[config.mk]
export PLATFORM = sky130hd
export DESIGN_NAME = tmc_core
export DESIGN_NICKNAME = d
export VERILOG_FILES = /design/src/tmc_pkg.sv /design/src/tmc_core.sv
export SDC_FILE = /design/constraint.sdc
export NUM_CORES = 1
export LEC_CHECK = 0
export BUFFER_PORTS_ARGS = -buffer_cell sky130_fd_sc_hd__buf_2
export CORE_UTILIZATION = 50
export CTS_CLUSTER_DIAMETER = 120
export DETAILED_ROUTE_END_ITERATION = 10
export GPL_TIMING_DRIVEN = 0
export PLACE_DENSITY = 0.67
export SYNTH_ARGS = -nofsm -noshare
export SYNTH_HDL_FRONTEND = slang
export SYNTH_SLANG_ARGS = --single-unit
[constraint.sdc]
create_clock -name clk_i -period 5.7 [get_ports clk_i]
set_clock_uncertainty 0.1 [all_clocks]
set_input_delay 0.855 -clock clk_i [delete_from_list [all_inputs] [get_ports clk_i]]
set_output_delay 0.855 -clock clk_i [all_outputs]
set_load 0.005 [all_outputs]
[src/tmc_pkg.sv]
package tmc_pkg;
  localparam logic [7:0] ADR_MASK = 8'h39;
  localparam logic [7:0] ADR_FLAG = 8'h38;
  localparam logic [7:0] ADR_N_CNT = 8'h32;
  localparam logic [7:0] ADR_N_CMPA = 8'h36;
  localparam logic [7:0] ADR_N_CMPB = 8'h3C;
  localparam logic [7:0] ADR_N_CTRL = 8'h33;
  localparam logic [7:0] ADR_W_CTRLA = 8'h2F;
  localparam logic [7:0] ADR_W_CTRLB = 8'h2E;
  localparam logic [7:0] ADR_W_CNT = 8'h2C;
  localparam logic [7:0] ADR_W_CMPA = 8'h2A;
  localparam logic [7:0] ADR_W_CMPB = 8'h28;
  localparam logic [7:0] ADR_CAPT = 8'h24;
  localparam logic [7:0] MASK_RESET = 8'h00;
  localparam logic [7:0] FLAG_RESET = 8'h00;
  localparam logic [7:0] RW_BITS = 8'hEF;
  localparam int B_W_OVF = 7;
  localparam int B_W_CMPA = 6;
  localparam int B_W_CMPB = 5;
  localparam int B_CAPT = 3;
  localparam int B_N_CMPB = 2;
  localparam int B_N_OVF = 1;
  localparam int B_N_CMPA = 0;
  localparam logic [15:0] W_BOTTOM = 16'h0000;
  localparam logic [15:0] W_MAX = 16'hFFFF;
  localparam logic [15:0] W_TOP8 = 16'h00FF;
  localparam logic [15:0] W_TOP9 = 16'h01FF;
  localparam logic [15:0] W_TOP10 = 16'h03FF;
  localparam logic [7:0] N_MAX = 8'hFF;
  localparam logic [7:0] N_BOTTOM = 8'h00;
  localparam int FILT_LEN = 4;
  // narrow ctrl: [2:0] wave mode, [6:4] clock select
  // wide ctrl a: [1:0] mode low, [2] capture from comparator, [3] cmp a pwm out
  // wide ctrl b: [7] filter, [6] rising edge, [4:3] mode high, [2:0] clock
  typedef struct packed {
    logic [15:0] cnt;
    logic [15:0] cmp_a;
    logic [15:0] cmp_b;
    logic [15:0] capt;
  } tmc_wide_t;
endpackage : tmc_pkg

[src/tmc_core.sv]
// Design decision made here: the Wishbone interface to the registers.
`timescale 1ns/1ns
module tmc_core #(
  parameter int PRE_DIV = 8
) (
  input wire logic clk_i,
  input wire logic rst_i,
  input wire logic [7:0] adr_i,
  input wire logic [7:0] dat_i,
  input wire logic we_i,
  input wire logic sel_i,
  input wire logic cyc_i,
  input wire logic stb_i,
  output logic [7:0] dat_o,
  output logic ack_o,
  input wire logic global_irq_enable_i,
  input wire logic [7:0] vec_ack_i,
  input wire logic wide_ext_clock_pin_i,
  input wire logic capture_pin_i,
  input wire logic comparator_i,
  output logic [7:0] irq_req_o,
  output logic irq_o,
  output logic wide_wave_out_a_o,
  output logic wide_wave_out_b_o
);
  // refuse divides that the eight-bit prescaler cannot count
  if (PRE_DIV < 1 || PRE_DIV > 255) begin : g_bad_div
    $error("PRE_DIV out of range");
  end

  logic [7:0] mask_q, flag_q, n_cnt_q, n_cmpa_q, n_cmpb_q, n_ctrl_q;
  logic [7:0] w_ctrla_q, w_ctrlb_q;
  logic [7:0] n_cmpa_buf_q, n_cmpb_buf_q;
  tmc_pkg::tmc_wide_t w_q;
  logic [15:0] cmpa_buf_q, cmpb_buf_q;
  logic [7:0] pre_q;
  logic [1:0] ext_s_q, cap_s_q, cmp_s_q;
  logic ext_d_q, cap_lvl_q, cap_prev_q;
  logic [tmc_pkg::FILT_LEN-1:0] filt_q;
  logic [7:0] set_ev, rd_data;
  logic acc, wr, rd_flag, pre_tick, n_tick, w_tick, cap_edge;
  logic [3:0] w_mode;
  logic [15:0] w_top;
  logic w_pwm, w_top_a, w_top_c, n_pwm;
  logic [2:0] n_mode;

  // single-cycle answer, ack drops after one cycle
  assign acc = cyc_i && stb_i && !ack_o;
  assign wr = acc && we_i && sel_i;
  assign rd_flag = acc && !we_i && adr_i == tmc_pkg::ADR_FLAG;

  always_ff @(posedge clk_i) begin
    if (rst_i) ack_o <= 1'b0;
    else ack_o <= acc;
  end

  // read mux, unmapped addresses read zero
  always_comb begin
    case (adr_i)
      tmc_pkg::ADR_MASK: rd_data = mask_q & tmc_pkg::RW_BITS;
      tmc_pkg::ADR_FLAG: rd_data = flag_q & tmc_pkg::RW_BITS;
      tmc_pkg::ADR_N_CNT: rd_data = n_cnt_q;
      tmc_pkg::ADR_N_CMPA: rd_data = n_cmpa_buf_q;
      tmc_pkg::ADR_N_CMPB: rd_data = n_cmpb_buf_q;
      tmc_pkg::ADR_N_CTRL: rd_data = n_ctrl_q;
      tmc_pkg::ADR_W_CTRLA: rd_data = w_ctrla_q;
      tmc_pkg::ADR_W_CTRLB: rd_data = w_ctrlb_q;
      tmc_pkg::ADR_W_CNT: rd_data = w_q.cnt[7:0];
      tmc_pkg::ADR_W_CNT + 8'h01: rd_data = w_q.cnt[15:8];
      tmc_pkg::ADR_W_CMPA: rd_data = cmpa_buf_q[7:0];
      tmc_pkg::ADR_W_CMPA + 8'h01: rd_data = cmpa_buf_q[15:8];
      tmc_pkg::ADR_W_CMPB: rd_data = cmpb_buf_q[7:0];
      tmc_pkg::ADR_W_CMPB + 8'h01: rd_data = cmpb_buf_q[15:8];
      tmc_pkg::ADR_CAPT: rd_data = w_q.capt[7:0];
      tmc_pkg::ADR_CAPT + 8'h01: rd_data = w_q.capt[15:8];
      default: rd_data = 8'h00;
    endcase
  end

  always_ff @(posedge clk_i) begin
    if (rst_i) dat_o <= 8'h00;
    else if (acc && !we_i) dat_o <= rd_data;
  end

  // control and buffer registers written by software
  always_ff @(posedge clk_i) begin
    if (rst_i) begin
      mask_q <= tmc_pkg::MASK_RESET;
      n_ctrl_q <= 8'h00;
      w_ctrla_q <= 8'h00;
      w_ctrlb_q <= 8'h00;
      n_cmpa_buf_q <= 8'h00;
      n_cmpb_buf_q <= 8'h00;
      cmpa_buf_q <= 16'h0000;
      cmpb_buf_q <= 16'h0000;
    end else if (wr) begin
      case (adr_i)
        tmc_pkg::ADR_MASK: mask_q <= dat_i & tmc_pkg::RW_BITS;
        tmc_pkg::ADR_N_CTRL: n_ctrl_q <= dat_i;
        tmc_pkg::ADR_W_CTRLA: w_ctrla_q <= dat_i;
        tmc_pkg::ADR_W_CTRLB: w_ctrlb_q <= dat_i;
        tmc_pkg::ADR_N_CMPA: n_cmpa_buf_q <= dat_i;
        tmc_pkg::ADR_N_CMPB: n_cmpb_buf_q <= dat_i;
        tmc_pkg::ADR_W_CMPA: cmpa_buf_q[7:0] <= dat_i;
        tmc_pkg::ADR_W_CMPA + 8'h01: cmpa_buf_q[15:8] <= dat_i;
        tmc_pkg::ADR_W_CMPB: cmpb_buf_q[7:0] <= dat_i;
        tmc_pkg::ADR_W_CMPB + 8'h01: cmpb_buf_q[15:8] <= dat_i;
        default: ;
      endcase
    end
  end

  // pin synchronisers, two flops before any use
  always_ff @(posedge clk_i) begin
    if (rst_i) begin
      ext_s_q <= 2'b00;
      cap_s_q <= 2'b00;
      cmp_s_q <= 2'b00;
      ext_d_q <= 1'b0;
    end else begin
      ext_s_q <= {ext_s_q[0], wide_ext_clock_pin_i};
      cap_s_q <= {cap_s_q[0], capture_pin_i};
      cmp_s_q <= {cmp_s_q[0], comparator_i};
      ext_d_q <= ext_s_q[1];
    end
  end

  // shared prescaler tick, fixed divide for both timers
  assign pre_tick = pre_q == 8'(PRE_DIV - 1);
  always_ff @(posedge clk_i) begin
    if (rst_i) pre_q <= 8'h00;
    else pre_q <= pre_tick ? 8'h00 : pre_q + 8'h01;
  end

  // clock select: 0 stops, 1 system, 2..5 prescaled, 6 fall, 7 rise
  function automatic logic tick_sel(input logic [2:0] cs, input logic pt,
                                    input logic cur, input logic prv);
    case (cs)
      3'd0: tick_sel = 1'b0;
      3'd1: tick_sel = 1'b1;
      3'd6: tick_sel = prv && !cur;
      3'd7: tick_sel = cur && !prv;
      default: tick_sel = pt;
    endcase
  endfunction : tick_sel

  assign n_tick = tick_sel(n_ctrl_q[6:4], pre_tick, 1'b0, 1'b0);
  assign w_tick = tick_sel(w_ctrlb_q[2:0], pre_tick,
                           ext_s_q[1], ext_d_q);

  // narrow timer counts up; phase-correct modes not modelled, top per mode
  assign n_mode = n_ctrl_q[2:0];
  assign n_pwm = n_mode == 3'd1 || n_mode == 3'd3 || n_mode[2];
  logic [7:0] n_top;
  assign n_top = (n_mode == 3'd2 || n_mode[2]) ? n_cmpa_q : tmc_pkg::N_MAX;
  always_ff @(posedge clk_i) begin
    if (rst_i) begin
      n_cnt_q <= 8'h00;
      n_cmpa_q <= 8'h00;
      n_cmpb_q <= 8'h00;
    end else begin
      if (wr && adr_i == tmc_pkg::ADR_N_CNT) n_cnt_q <= dat_i;
      else if (n_tick)
        n_cnt_q <= (n_cnt_q == n_top) ? 8'h00 : n_cnt_q + 8'h01;
      // pwm modes load compares at top, others immediately
      if (!n_pwm || (n_tick && n_cnt_q == n_top)) begin
        n_cmpa_q <= n_cmpa_buf_q;
        n_cmpb_q <= n_cmpb_buf_q;
      end
    end
  end

  // wide mode and top choice
  assign w_mode = {w_ctrlb_q[4:3], w_ctrla_q[1:0]};
  assign w_top_a = w_mode == 4'd4 || w_mode == 4'd9 || w_mode == 4'd11
                   || w_mode == 4'd15;
  assign w_top_c = w_mode == 4'd8 || w_mode == 4'd10 || w_mode == 4'd12
                   || w_mode == 4'd14;
  assign w_pwm = w_mode != 4'd0 && w_mode != 4'd4 && w_mode != 4'd12;
  always_comb begin
    case (w_mode[1:0])
      2'd1: w_top = tmc_pkg::W_TOP8;
      2'd2: w_top = tmc_pkg::W_TOP9;
      2'd3: w_top = tmc_pkg::W_TOP10;
      default: w_top = tmc_pkg::W_MAX;
    endcase
    if (w_top_a) w_top = w_q.cmp_a;
    else if (w_top_c) w_top = w_q.capt;
  end

  // capture path: optional four-sample filter, then edge detect
  logic cap_src;
  assign cap_src = w_ctrla_q[2] ? cmp_s_q[1] : cap_s_q[1];
  always_ff @(posedge clk_i) begin
    if (rst_i) begin
      filt_q <= '0;
      cap_lvl_q <= 1'b0;
      cap_prev_q <= 1'b0;
    end else begin
      filt_q <= {filt_q[tmc_pkg::FILT_LEN-2:0], cap_src};
      if (!w_ctrlb_q[7]) cap_lvl_q <= cap_src;
      else if (&filt_q || ~|filt_q) cap_lvl_q <= filt_q[0];
      cap_prev_q <= cap_lvl_q;
    end
  end
  assign cap_edge = !w_top_c && (w_ctrlb_q[6] ? (cap_lvl_q && !cap_prev_q)
                                              : (!cap_lvl_q && cap_prev_q));

  // wide counter, compares and capture; cpu write wins over counting
  always_ff @(posedge clk_i) begin
    if (rst_i) begin
      w_q <= '0;
    end else begin
      if (wr && adr_i == tmc_pkg::ADR_W_CNT) w_q.cnt[7:0] <= dat_i;
      else if (wr && adr_i == tmc_pkg::ADR_W_CNT + 8'h01)
        w_q.cnt[15:8] <= dat_i;
      else if (w_tick)
        w_q.cnt <= (w_q.cnt == w_top) ? tmc_pkg::W_BOTTOM : w_q.cnt + 16'h0001;
      // double buffer: pwm loads at top so top may change at run time
      if (!w_pwm || (w_tick && w_q.cnt == w_top)) begin
        w_q.cmp_a <= cmpa_buf_q;
        w_q.cmp_b <= cmpb_buf_q;
      end
      if (cap_edge) w_q.capt <= w_q.cnt;
      else if (w_top_c && wr && adr_i == tmc_pkg::ADR_CAPT)
        w_q.capt[7:0] <= dat_i;
      else if (w_top_c && wr && adr_i == tmc_pkg::ADR_CAPT + 8'h01)
        w_q.capt[15:8] <= dat_i;
    end
  end

  // hardware set events for each flag bit
  logic n_ovf;
  always_comb begin
    case (n_mode)
      3'd1, 3'd5: n_ovf = n_cnt_q == tmc_pkg::N_BOTTOM;
      3'd7: n_ovf = n_cnt_q == n_top;
      default: n_ovf = n_cnt_q == tmc_pkg::N_MAX;
    endcase
    set_ev = 8'h00;
    set_ev[tmc_pkg::B_N_CMPB] = n_tick && n_cnt_q == n_cmpb_q;
    set_ev[tmc_pkg::B_N_CMPA] = n_tick && n_cnt_q == n_cmpa_q;
    set_ev[tmc_pkg::B_N_OVF] = n_tick && n_ovf;
    set_ev[tmc_pkg::B_W_CMPA] = w_tick && w_q.cnt == w_q.cmp_a;
    set_ev[tmc_pkg::B_W_CMPB] = w_tick && w_q.cnt == w_q.cmp_b;
    set_ev[tmc_pkg::B_W_OVF] = w_tick && w_q.cnt == w_top;
    set_ev[tmc_pkg::B_CAPT] = cap_edge;
  end

  // flags: set beats clear by write-one, vector ack or read
  logic [7:0] clr;
  assign clr = (wr && adr_i == tmc_pkg::ADR_FLAG ? dat_i : 8'h00)
             | vec_ack_i
             | (rd_flag ? 8'hFF : 8'h00);
  always_ff @(posedge clk_i) begin
    if (rst_i) flag_q <= tmc_pkg::FLAG_RESET;
    else flag_q <= ((flag_q & ~clr) | set_ev)
                   & tmc_pkg::RW_BITS;
  end

  // requests per source and summary line
  always_ff @(posedge clk_i) begin
    if (rst_i) begin
      irq_req_o <= 8'h00;
      irq_o <= 1'b0;
    end else begin
      irq_req_o <= global_irq_enable_i ? (mask_q & flag_q)
                                       : 8'h00;
      irq_o <= global_irq_enable_i && |(mask_q & flag_q);
    end
  end

  // waveform outputs toggle on match; compare a silent when it is pwm top
  always_ff @(posedge clk_i) begin
    if (rst_i) begin
      wide_wave_out_a_o <= 1'b0;
      wide_wave_out_b_o <= 1'b0;
    end else begin
      if (set_ev[tmc_pkg::B_W_CMPA] && !(w_pwm && w_top_a) && w_ctrla_q[3])
        wide_wave_out_a_o <= !wide_wave_out_a_o;
      if (set_ev[tmc_pkg::B_W_CMPB])
        wide_wave_out_b_o <= !wide_wave_out_b_o;
    end
  end

  a_set_over_clear: assert property (
    @(posedge clk_i) disable iff (rst_i)
    set_ev[tmc_pkg::B_N_CMPA] |=> flag_q[tmc_pkg::B_N_CMPA])
    else $error("flag lost on same-cycle clear");
  a_reserved_zero: assert property (
    @(posedge clk_i) disable iff (rst_i)
    !flag_q[4] && !mask_q[4])
    else $error("reserved bit set");
  a_narrow_b_irq: assert property (
    @(posedge clk_i) disable iff (rst_i)
    irq_req_o[tmc_pkg::B_N_CMPB] |-> $past(global_irq_enable_i)
      && $past(mask_q[tmc_pkg::B_N_CMPB]))
    else $error("narrow b request without enable");
  a_narrow_ovf_irq: assert property (
    @(posedge clk_i) disable iff (rst_i)
    (global_irq_enable_i && mask_q[1] && flag_q[1]) |=> irq_req_o[1])
    else $error("narrow ovf request missing");
  a_narrow_a_irq: assert property (
    @(posedge clk_i) disable iff (rst_i)
    !global_irq_enable_i |=> !irq_req_o[0])
    else $error("narrow a request with global off");
  // a vector taken in the same cycle may clear the flag lawfully
  a_write_one_clr: assert property (
    @(posedge clk_i) disable iff (rst_i)
    (wr && adr_i == tmc_pkg::ADR_FLAG && !dat_i[7] && flag_q[7]
      && !vec_ack_i[7]) |=> flag_q[7])
    else $error("write zero cleared flag");
  a_frozen_count: assert property (
    @(posedge clk_i) disable iff (rst_i)
    (w_ctrlb_q[2:0] == 3'd0 && !wr) |=> $stable(w_q.cnt))
    else $error("wide counter moved with no clock");
  a_capture_copy: assert property (
    @(posedge clk_i) disable iff (rst_i)
    cap_edge |=> w_q.capt == $past(w_q.cnt)
      && flag_q[tmc_pkg::B_CAPT])
    else $error("capture not taken");
  // every taken vector clears its flag unless a new event sets it again
  a_vector_clr: assert property (
    @(posedge clk_i) disable iff (rst_i)
    (vec_ack_i != 8'h00)
      |=> (flag_q & $past(vec_ack_i) & ~$past(set_ev)) == 8'h00)
    else $error("vector did not clear flag");
endmodule : tmc_core

After elaboration in Yosys (flattened, before gate mapping)
Index checks and enable logic that the tools add are counted.
{ "totals": {"ff_bits": 216, "latchBits": 0, "ram_bits": 0, "romBits": 0, "input_bits": 34, "output_inout_bits": 20, "elab_cells": 208, "mem_count": 0} }
{ "classes": {"add_sub_neg": 3, "n_mul": 0, "n_div": 0, "order_cmp": 0, "n_eq_ne": 51, "shift": 0, "n_mux": 26, "bitwise_logic": 8, "reduce_logical": 85} }
{ "ops": {"columns": ["cell", "n"], "rows": [
  ["8-bit by 6-bit equality test with 1-bit output (second input constant)", 16],
  ["8-bit one-hot mux with 16 select lines", 1],
  ["8-bit 2-to-1 mux", 12],
  ["16-bit 2-to-1 mux", 5],
  ["16-bit equality test", 3],
  ["16-bit one-hot mux with 3 select lines", 1],
  ["1-bit logical AND", 31],
  ["4-bit equality test (second input constant)", 7],
  ["2-bit AND reduction", 13],
  ["8-bit equality test", 3],
  ["8-bit OR", 3],
  ["3-bit equality test (second input constant)", 6],
  ["16-bit by 1-bit adder with 16-bit output (second input constant)", 1],
  ["8-bit by 1-bit adder with 8-bit output (second input constant)", 2],
  ["8-bit AND", 2],
  ["1-bit zero test", 13],
  ["1-bit logical OR", 12],
  ["2-bit nonzero test", 5],
  ["3-bit by 1-bit equality test with 1-bit output (second input constant)", 3],
  ["8-bit by 3-bit equality test with 1-bit output (second input constant)", 1],
  ["8-bit equality test (second input constant)", 1],
  ["8-bit zero test", 1],
  ["8-bit NOT", 1],
  ["8-bit OR reduction", 1],
  ["other kinds (18)", 29]
]} }

Logic depth before layout (Yosys ltp)
Gate-level depths: netlist of the first run.
{ "depth": {"depth_word": 11, "mapped_depth": 13} }

Least setup slack after synthesis of the first run
OpenSTA, ideal clock, no wires.
{ "synth_timing": {"kind": "input port to flip-flop", "start": "in adr_i[4]", "end": "reg w_q[58] (netlist name)", "arrival_time_ns": 3.138, "slack_ns": 2.338, "stages": 9, "cell_sequence": "or4b_2 > nor3_2 > nand2_1 > o21ai_2 > buf_2 > nor3_1 > a22oi_1 > a21oi_1 > or2_2"} }
{ "synth_between": {"elab_chain_len": 4, "word_cells_on_any_way": 8, "cone_classes": "2 x eq/ne; 1 x mux; 1 x bitwise; 4 x reduce/logical"} }
{ "synth_lines": {"columns": ["element", "line_no", "text"], "rows": [
  ["start: declaration", "tmc_core.sv:8", "input wire logic [7:0] adr_i,"],
  ["8-bit by 6-bit equality test with 1-bit output (on tied branches)", "tmc_core.sv:215, tmc_core.sv:214", null],
  ["1-bit logical AND (on tied branches)", "tmc_core.sv:215, tmc_core.sv:214", null],
  ["2-bit nonzero test (no source line) / 1-bit NOT (equally long branches)", null, null],
  ["2-bit AND reduction (no source line)", null, null],
  ["end: declaration", "tmc_core.sv:34", "tmc_pkg::tmc_wide_t w_q;"]
]} }
Several ways; a longest one is shown, not always the timed one.
A chain may end at the register's enable or synchronous reset.

Final worst setup path of the first run
{ "layout_timing": {"start": "reg w_ctrla_q[1]", "end": "reg w_q[62] (netlist name)"} }
{ "layout_between": {"elab_chain_len": 10, "word_cells_on_any_way": 24, "cone_classes": "12 x eq/ne; 6 x mux; 6 x reduce/logical"} }
{ "layout_lines": {"columns": ["element", "line_no", "text"], "rows": [
  ["start: declaration", "tmc_core.sv:32", "logic [7:0] w_ctrla_q, w_ctrlb_q;"],
  ["start signal: assignment", "tmc_core.sv:100", "tmc_pkg::ADR_W_CTRLA: w_ctrla_q <= dat_i;"],
  ["4-bit equality test", "tmc_core.sv:177", "assign w_top_c = w_mode == 4'd8 || w_mode == 4'd10 || w_mode == 4'd12"],
  ["1-bit logical OR (2 in a row)", "tmc_core.sv:177", null],
  ["1-bit logical OR", "tmc_core.sv:178", "|| w_mode == 4'd14;"],
  ["16-bit 2-to-1 mux", "tmc_core.sv:188", "else if (w_top_c) w_top = w_q.capt;"],
  ["16-bit 2-to-1 mux (*)", "tmc_core.sv:187", "if (w_top_a) w_top = w_q.cmp_a;"],
  ["16-bit equality test (*)", "tmc_core.sv:218", "w_q.cnt <= (w_q.cnt == w_top) ? tmc_pkg::W_BOTTOM : w_q.cnt + 16'h0001;"],
  ["16-bit 2-to-1 mux (*)", "tmc_core.sv:218", null],
  ["16-bit 2-to-1 mux (*)", "tmc_core.sv:217", "else if (w_tick)"],
  ["8-bit 2-to-1 mux (*)", "tmc_core.sv:215", "else if (wr && adr_i == tmc_pkg::ADR_W_CNT + 8'h01)"]
]} }
Mark *: on every way between the ends. The rest lies on a longest branch, timed or not. The select of a mux whose other input is x is not followed.

==> results of run 1 <==
==> layout by cell type (no fill, tap or decap), types with 5 or more instances in the layout <==
cell,n
a311oi_1,10
a221oi_1,14
nand3b_1,9
nand2b_1,10
a22o_1,6
nand2_1,163
o22ai_1,10
clkbuf_8,7
or3_1,9
buf_1,8
or2_2,6
a211oi_1,16
a31oi_1,8
xor2_1,11
nor4_1,25
o221ai_1,5
clkbuf_1,86
nor3_1,24
inv_1,37
o21ai_0,31
or4_1,7
nand4_1,21
dfxtp_1,214
xnor2_1,36
a21oi_1,120
and3_1,11
nor2_1,171
mux2i_1,86
nand3_1,81
nor2b_1,22
a22oi_1,28
ha_1,9
clkbuf_16,24
buf_2,50
buf_4,5
==> routing by layer <==
metal / vias to the layer above / GRT usage / part of all wire
li1: 5048 / - / -
met1: 5239 / 0.4976 / 0.43
met2: 625 / 0.5340 / 0.43
met3: 116 / 0.07273 / 0.099
met4: 0 / 0.1288 / 0.044
met5: - / 0 / 0
==> per-stage QoR <==
step / util / setup slack, ps / cell area, µm² / total power, mW
6_report: 0.5810 / 1647 / 12370 / 3.312
5_1_grt: 0.5810 / 1502 / 12370 / 3.390
4_1_cts: 0.5810 / 1735 / 12370 / 3.321
3_5_place_dp: 0.5424 / 1507 / 11540 / 1.731
3_3_place_gp: 0.5424 / 1538 / 11540 / 1.729
2_1_floorplan: - / 2338 / 10980 / 1.652
==> power by group <==
| part | switching, mW | internal [mW] | total [mW] |
|---|---|---|---|
| combinational | 0.135 | 0.0518 | 0.187 |
| clock | 0.649 | 0.958 | 1.61 |
| sequential | 0.00908 | 1.51 | 1.52 |
| total | 0.794 | 2.52 | 3.31 |
==> worst max-delay path: stages, from the launching register on <==
cell and delay [ps]:
dfxtp_1 450, inv_1 130, ha_1 250, nor2b_2 200, o21ai_2 240, buf_4 220, nand4_1 90, a32o_1 280
or4_1 490, buf_2 220, nor3_1 730, nor4_1 120, or3_1 400
==> cells by family (layout without fill, tap and decap cells) <==
logic type	after synthesis	in the layout
and+or+nand+nor	581	581
AOI/OAI and AO/OA	295	295
DFF	214	214
buffers and inverters	142	229
muxes	90	90
xor gates and xnor gates	47	47
adders and majority gates	9	9
other	1	1
==> final cells by class <==
cell class              instances  area share
plain buffers                 105     0.03582
clock buffers                  34     0.05726
clock inverters                 9    0.009207
inverters                      37     0.01123
multi-input cells            1023      0.4944
flip-flops and latches        214      0.3464
well taps                     275     0.02782
repair buffers                 44     0.01781
==> final timing paths <==
check,start,end,slack [ps],depth (start not counted)
max,w_ctrla_q[1]$_SDFFE_PP0P_,w_q[62]$_SDFFE_PP0P_,1650,12
min,ext_s_q[0]$_SDFF_PP0_,ext_s_q[1]$_SDFF_PP0_,340,1
max reg2reg,w_ctrla_q[1]$_SDFFE_PP0P_,w_q[62]$_SDFFE_PP0P_,1650,12
min reg2reg,ext_s_q[0]$_SDFF_PP0_,ext_s_q[1]$_SDFF_PP0_,340,1
==> load_flow_metrics.sql, run 1 <==
INSERT INTO impl_metrics (metric_group, metric, value, unit) VALUES
('cells_and_area', 'final_layout_size_suffix_gt1_frac', '0.08117', ''),
('floorplanning', 'row_count', '53', ''),
('detailed_routing', 'routedWlPerCell', '23.05', 'µm'),
('clocking', 'cts.repair_timing.setup_buffer_count', '0', ''),
('critical_path', 'worst_ep_arrival_time', '4340', 'ps'),
('cells_and_area', 'area.growth.synth_to_final', '12.63', '%'),
('yosys', 'post_synth_mux_area_share', '0.08352', ''),
('yosys', 'synth_top_family_by_area', 'simple AND/OR/NAND/NOR gates', ''),
('timing', 'worstMarginPinSlew', '1290', 'ps'),
('clocking', 'insertion_delay', '540', 'ps'),
('place', 'numPortBuffers', '44', ''),
('yosys', 'synth_flop_cell', 'dfxtp_1', ''),
('pwr', 'power.density_cell_area', '267.8', 'nW/µm²'),
('critical_path', 'critPathLaunchType', 'flop', ''),
('cells_and_area', 'number_of_flip_flops_under_the_largest_register_name', '64', ''),
('grt', 'globalRouteOverflowTotal', '0', ''),
('clocking', 'cts.path.max_buffers', '3', ''),
('yosys', 'synth_compound_gate_area_share', '0.1759', ''),
('yosys', 'synth_simple_gate_area_share', '0.2493', ''),
('place', 'gpl_wtd_cong', '0.9838', ''),
('timing', 'final.period_utilization', '0.7110', ''),
('cells_and_area', 'most_flop_heavy_register', 'w_q', ''),
('clocking', 'cts.clk_slew.worst_paths', '60', 'ps'),
('yosys', 'synth_area_leader', 'dfxtp_1', ''),
('cells_and_area', 'reg.largest.list', 'w_q: 64 flops, cmpa_buf_q: 16 flops, cmpb_buf_q: 16 flops', ''),
('timing', 'finalHoldViolCount', '0', ''),
('timing', 'setup_tns', '0', 'ps'),
('clocking', 'ctsResizeCount', '0', ''),
('yosys', 'post_synth_xor_area_fraction', '0.03749', ''),
('yosys', 'netlist_top_cells_count', 'dfxtp_1, nor2_1, nand2_1', ''),
('timing', 'achievable-frequency', '246.7', 'MHz'),
('grt', 'antenna_found_initial', '0', ''),
('yosys', 'syn_avg_cell_area', '7.963', 'µm²'),
('yosys', 'async_reset_ff_frac', '0', ''),
('yosys', 'post_synth_main_area_contributors', 'dfxtp_1, mux2i_1, nor2_1', ''),
('place', 'final_hpwl_dp', '29.31', 'mm'),
('clocking', 'cts-buffers-inserted', '24', ''),
('critical_path', 'timing.critical_path.to_type', 'flop', ''),
('floorplanning', 'die_h', '150.2', 'µm'),
('yosys', 'synth_adder_area_share', '0.01026', ''),
('yosys', 'yosysUniqueCellTypes', '76', ''),
('yosys', 'synth-edff-count', '0', ''),
('clocking', 'ctsRootBufferMaster', 'clkbuf_16', ''),
('detailed_routing', 'postRouteAntennaNets', '0', ''),
('detailed_routing', 'vias', '11030', ''),
('yosys', 'synth_sequential_area_ratio', '0.3902', ''),
('job', 'maxCapViolations', '0', ''),
('outcome', 'run_status', 'completed', ''),
('detailed_routing', 'detailedRoute.firstPassIterationCount', '8', ''),
('place', 'numPlacedInstances', '1698', ''),
('critical_path', 'worstPathMaxFanout', '10', ''),
('cells_and_area', 'fillers', '2045', ''),
('grt', 'grt_pass1_wl', '59.79', 'mm'),
('critical_path', 'worstPathRequired', '5990', 'ps'),
('timing', 'rsz_0062_raised_after_global_routing', 'false', ''),
('floorplanning', 'floorplan.initialDensity', '0.5158', ''),
('floorplanning', 'die_area', '22560', 'µm²'),
('yosys', 'synth.yosys.warnings', '0', ''),
('detailed_routing', 'post_detailed_route_via_to_cell_ratio', '6.334', ''),
('pwr', 'power.leakage', '4.530', 'nW'),
('worst_hold_path', 'hold_path_class', 'flop to flop', ''),
('detailed_routing', 'drt_drc_violations_left', '0', ''),
('pwr', 'ir_drop', '0.1993', 'mV'),
('timing', 'timing.slew.headroom', '0.1323', ''),
('floorplanning', 'core_region_area', '21290', 'µm²'),
('yosys', 'cell_area_after_synthesis', '10980', 'µm²'),
('yosys', 'synth_register_bits', '214', ''),
('clocking', 'tritoncts_clock_tree', 'done', ''),
('timing', 'setup_viol', '0', ''),
('detailed_routing', 'wirelength', '40.12', 'mm'),
('floorplanning', 'die_width', '150.2', 'µm');
Power figures use the tool's default switching activity.
==> run 2: changes to the inputs <==
==> constraint.sdc (replaced) <==
create_clock -name clk_i -period 4.12 [get_ports clk_i]
set_clock_uncertainty 0.1 [all_clocks]
set_input_delay 0.618 -clock clk_i [delete_from_list [all_inputs] [get_ports clk_i]]
set_output_delay 0.618 -clock clk_i [all_outputs]
set_load 0.005 [all_outputs]
==> load_flow_metrics.sql, run 2 (synthesized netlist as in run 1, its figures left out) <==
INSERT INTO impl_metrics (metric_group, metric, value, unit) VALUES
('detailed_routing', 'postRouteAntennaNets', '0', ''),
('clocking', 'cts.clk_slew.worst_paths', '60', 'ps'),
('clocking', 'ctsResizeCount', '0', ''),
('detailed_routing', 'wirelength', '40.24', 'mm'),
('cells_and_area', 'number_of_flip_flops_under_the_largest_register_name', '64', ''),
('grt', 'antenna_found_initial', '0', ''),
('pwr', 'total_power', '4.586', 'mW'),
('place', 'final_hpwl_dp', '29.31', 'mm'),
('pwr', 'ir_drop', '0.2760', 'mV'),
('critical_path', 'slowest_delay', '520', 'ps'),
('grt', 'globalRouteOverflowTotal', '0', ''),
('floorplanning', 'die_area', '22560', 'µm²'),
('pwr', 'pwr-share-clk', '0.486', ''),
('floorplanning', 'die_h', '150.2', 'µm'),
('clocking', 'cts_max_level', '1', ''),
('timing', 'setup_viol', '0', ''),
('critical_path', 'worst_ep_arrival_time', '4150', 'ps'),
('critical_path', 'worstPathCellList', 'inv_1, ha_1, nor2b_2, o21ai_2, buf_4, nand4_1, a32o_1, or4_1, buf_2, o31ai_4, buf_6, mux2i_1, nor2_1', ''),
('critical_path', 'reg2reg_to', 'w_q[21]$_SDFFE_PP0P_', ''),
('clocking', 'insertion_delay', '540', 'ps'),
('detailed_routing', 'drt_drc_violations_left', '0', ''),
('pwr', 'power.combinational.fraction', '0.056', ''),
('cells_and_area', 'antenna_cells_inserted', '0', ''),
('pwr', 'netSwitchingFraction', '0.2400', ''),
('critical_path', 'worstPathMaxFanout', '10', ''),
('timing', 'final.period_utilization', '0.9338', ''),
('cells_and_area', 'mostFrequentLayoutCell', 'dfxtp_1', ''),
('grt', 'grt_max_degree', '14', ''),
('grt', 'grt_pass1_vias', '9876', ''),
('cells_and_area', 'most-common-layout-cells', 'dfxtp_1, nor2_1, nand2_1, a21oi_1', ''),
('critical_path', 'crit_end', 'w_q[21]$_SDFFE_PP0P_', ''),
('floorplanning', 'design.portCount', '54', ''),
('timing', 'timing.final.max_slew_violations', '0', ''),
('grt', 'grt_pass1_wl', '59.79', 'mm'),
('job', 'maxCapViolations', '0', ''),
('clocking', 'cts.repair_timing.setup_buffer_count', '0', ''),
('pwr', 'power.density_cell_area', '370.6', 'nW/µm²'),
('critical_path', 'timing.reg2reg.setup_slack', '270', 'ps'),
('pwr', 'power_switching', '1.101', 'mW'),
('critical_path', 'critical-path-slowest-cell', 'o31ai_4', ''),
('worst_hold_path', 'worstHoldStart', 'comparator_i', ''),
('critical_path', 'timing.critical_path.to_type', 'flop', ''),
('worst_hold_path', 'hold_path_class', 'input pin to flop', ''),
('clocking', 'holdBufCountCts', '0', ''),
('critical_path', 'worstPathRequired', '4420', 'ps'),
('detailed_routing', 'post_detailed_route_via_to_cell_ratio', '6.360', ''),
('timing', 'worstMarginPinSlew', '1295', 'ps'),
('floorplanning', 'row_count', '53', ''),
('timing', 'achievable-frequency', '259.9', 'MHz'),
('clocking', 'cts.path.max_buffers', '3', ''),
('floorplanning', 'core_region_area', '21290', 'µm²'),
('clocking', 'cts-buffers-inserted', '24', ''),
('detailed_routing', 'routedWlPerCell', '23.11', 'µm'),
('detailed_routing', 'drt_iter0_markers', '1293', ''),
('critical_path', 'timing.critical_path.from', 'w_ctrla_q[1]$_SDFFE_PP0P_', ''),
('critical_path', 'r2r_cell_count', '13', ''),
('clocking', 'tritoncts_clock_tree', 'done', ''),
('timing', 'timing.slew.headroom', '0.1286', ''),
('cells_and_area', 'final_layout_size_suffix_gt1_frac', '0.08186', ''),
('timing', 'post-route-worst-setup-slack', '272.6', 'ps'),
('detailed_routing', 'vias', '11070', ''),
('pwr', 'power.share.sequential', '0.458', ''),
('timing', 'rsz_0062_raised_after_global_routing', 'false', ''),
('clocking', 'ctsRootBufferMaster', 'clkbuf_16', ''),
('timing', 'setup_tns', '0', 'ps'),
('timing', 'min_period', '3847', 'ps'),
('floorplanning', 'die_width', '150.2', 'µm'),
('detailed_routing', 'detailedRoute.firstPassIterationCount', '6', ''),
('place', 'dpl_worst_slack', '164.1', 'ps'),
('critical_path', 'critPathLaunchType', 'flop', ''),
('cells_and_area', 'layout.nets', '1492', ''),
('timing', 'whs', '216.4', 'ps'),
('pwr', 'power.leakage', '4.530', 'nW'),
('outcome', 'run_status', 'completed', ''),
('cells_and_area', 'reg.largest.list', 'w_q: 64 flops, cmpa_buf_q: 16 flops, cmpb_buf_q: 16 flops', ''),
('pwr', 'power_report.internal_total', '3.485', 'mW'),
('cells_and_area', 'area.growth.synth_to_final', '12.67', '%'),
('place', 'numPortBuffers', '44', ''),
('floorplanning', 'floorplan.initialDensity', '0.5158', ''),
('cells_and_area', 'layout.core_utilization', '0.5812', ''),
('critical_path', 'path_class', 'flop to flop', ''),
('critical_path', 'timing.rr.start', 'w_ctrla_q[1]$_SDFFE_PP0P_', ''),
('grt', 'grt_util_all_layers', '0.3545', ''),
('place', 'gpl_wtd_cong', '0.9838', ''),
('clocking', 'clock_sinks', '214', ''),
('timing', 'finalHoldViolCount', '0', ''),
('cells_and_area', 'most_flop_heavy_register', 'w_q', '');
## run 2: cell types whose count changed in the layout (fill, tap and decap cells not counted)
cell	change
nor3_1	-1
nor3_2	+1
## run 2: per-stage QoR
step	cell area, µm²	std cells
6_report	12370	1741
5_1_grt	12370	1741
4_1_cts	12370	1741
3_5_place_dp	11540	1698
3_3_place_gp	11540	1698
2_1_floorplan	10980	1379
## run 2: how the worst min path moves through the flow
stage                                       end  slack (ps)  cells after the start
after floorplan             pre_q[0]$_SDFF_PP0_         310                      1
after global placement    ext_s_q[1]$_SDFF_PP0_         320                      1
after detailed placement  ext_s_q[1]$_SDFF_PP0_         330                      1
after CTS                 cmp_s_q[0]$_SDFF_PP0_         220                      2
after global routing      cmp_s_q[0]$_SDFF_PP0_         240                      2
final                     cmp_s_q[0]$_SDFF_PP0_         220                      2
## run 2: layout make-up
| class | instances | area, µm² |
|---|---|---|
| Timing Repair Buffer | 44 | 220.2 |
| Inverter | 37 | 138.9 |
| Sequential cell | 214 | 4284 |
| Fill cell | 2045 | 8915 |
| Clock inverter | 9 | 113.9 |
| Buffer | 105 | 442.9 |
| Clock buffer | 34 | 708.2 |
| Tap cell | 275 | 344.1 |
| Multi-Input combinational cell | 1023 | 6120 |
## run 2: critical path, delay by kind of cell, from the launching register on
family / cells / cell delay, ps
mux: 1 / 220
flops: 1 / 460
compound gates: 3 / 1030
buf+inv: 4 / 810
simple gates: 4 / 840
fa+ha+maj: 1 / 250
## run 2: metal layers
layer  vias to the layer above  wire length [µm]  GRT usage
li1                       5044                 -          -
met1                      5248             16990     0.4976
met2                       665             17280     0.5340
met3                       115              4294    0.07273
met4                         0              1664     0.1288
met5                         -                 0          0
## run 2: power groups by stage
stage | Clock, mW | Combinational, mW | Sequential (mW)
finish | 2.23 | 0.259 | 2.10
global route | 2.32 | 0.272 | 2.10
CTS | 2.24 | 0.250 | 2.10
detailed placement | 0 | 0.249 | 2.15
global placement | 0 | 0.247 | 2.15
floorplan | 0 | 0.144 | 2.14
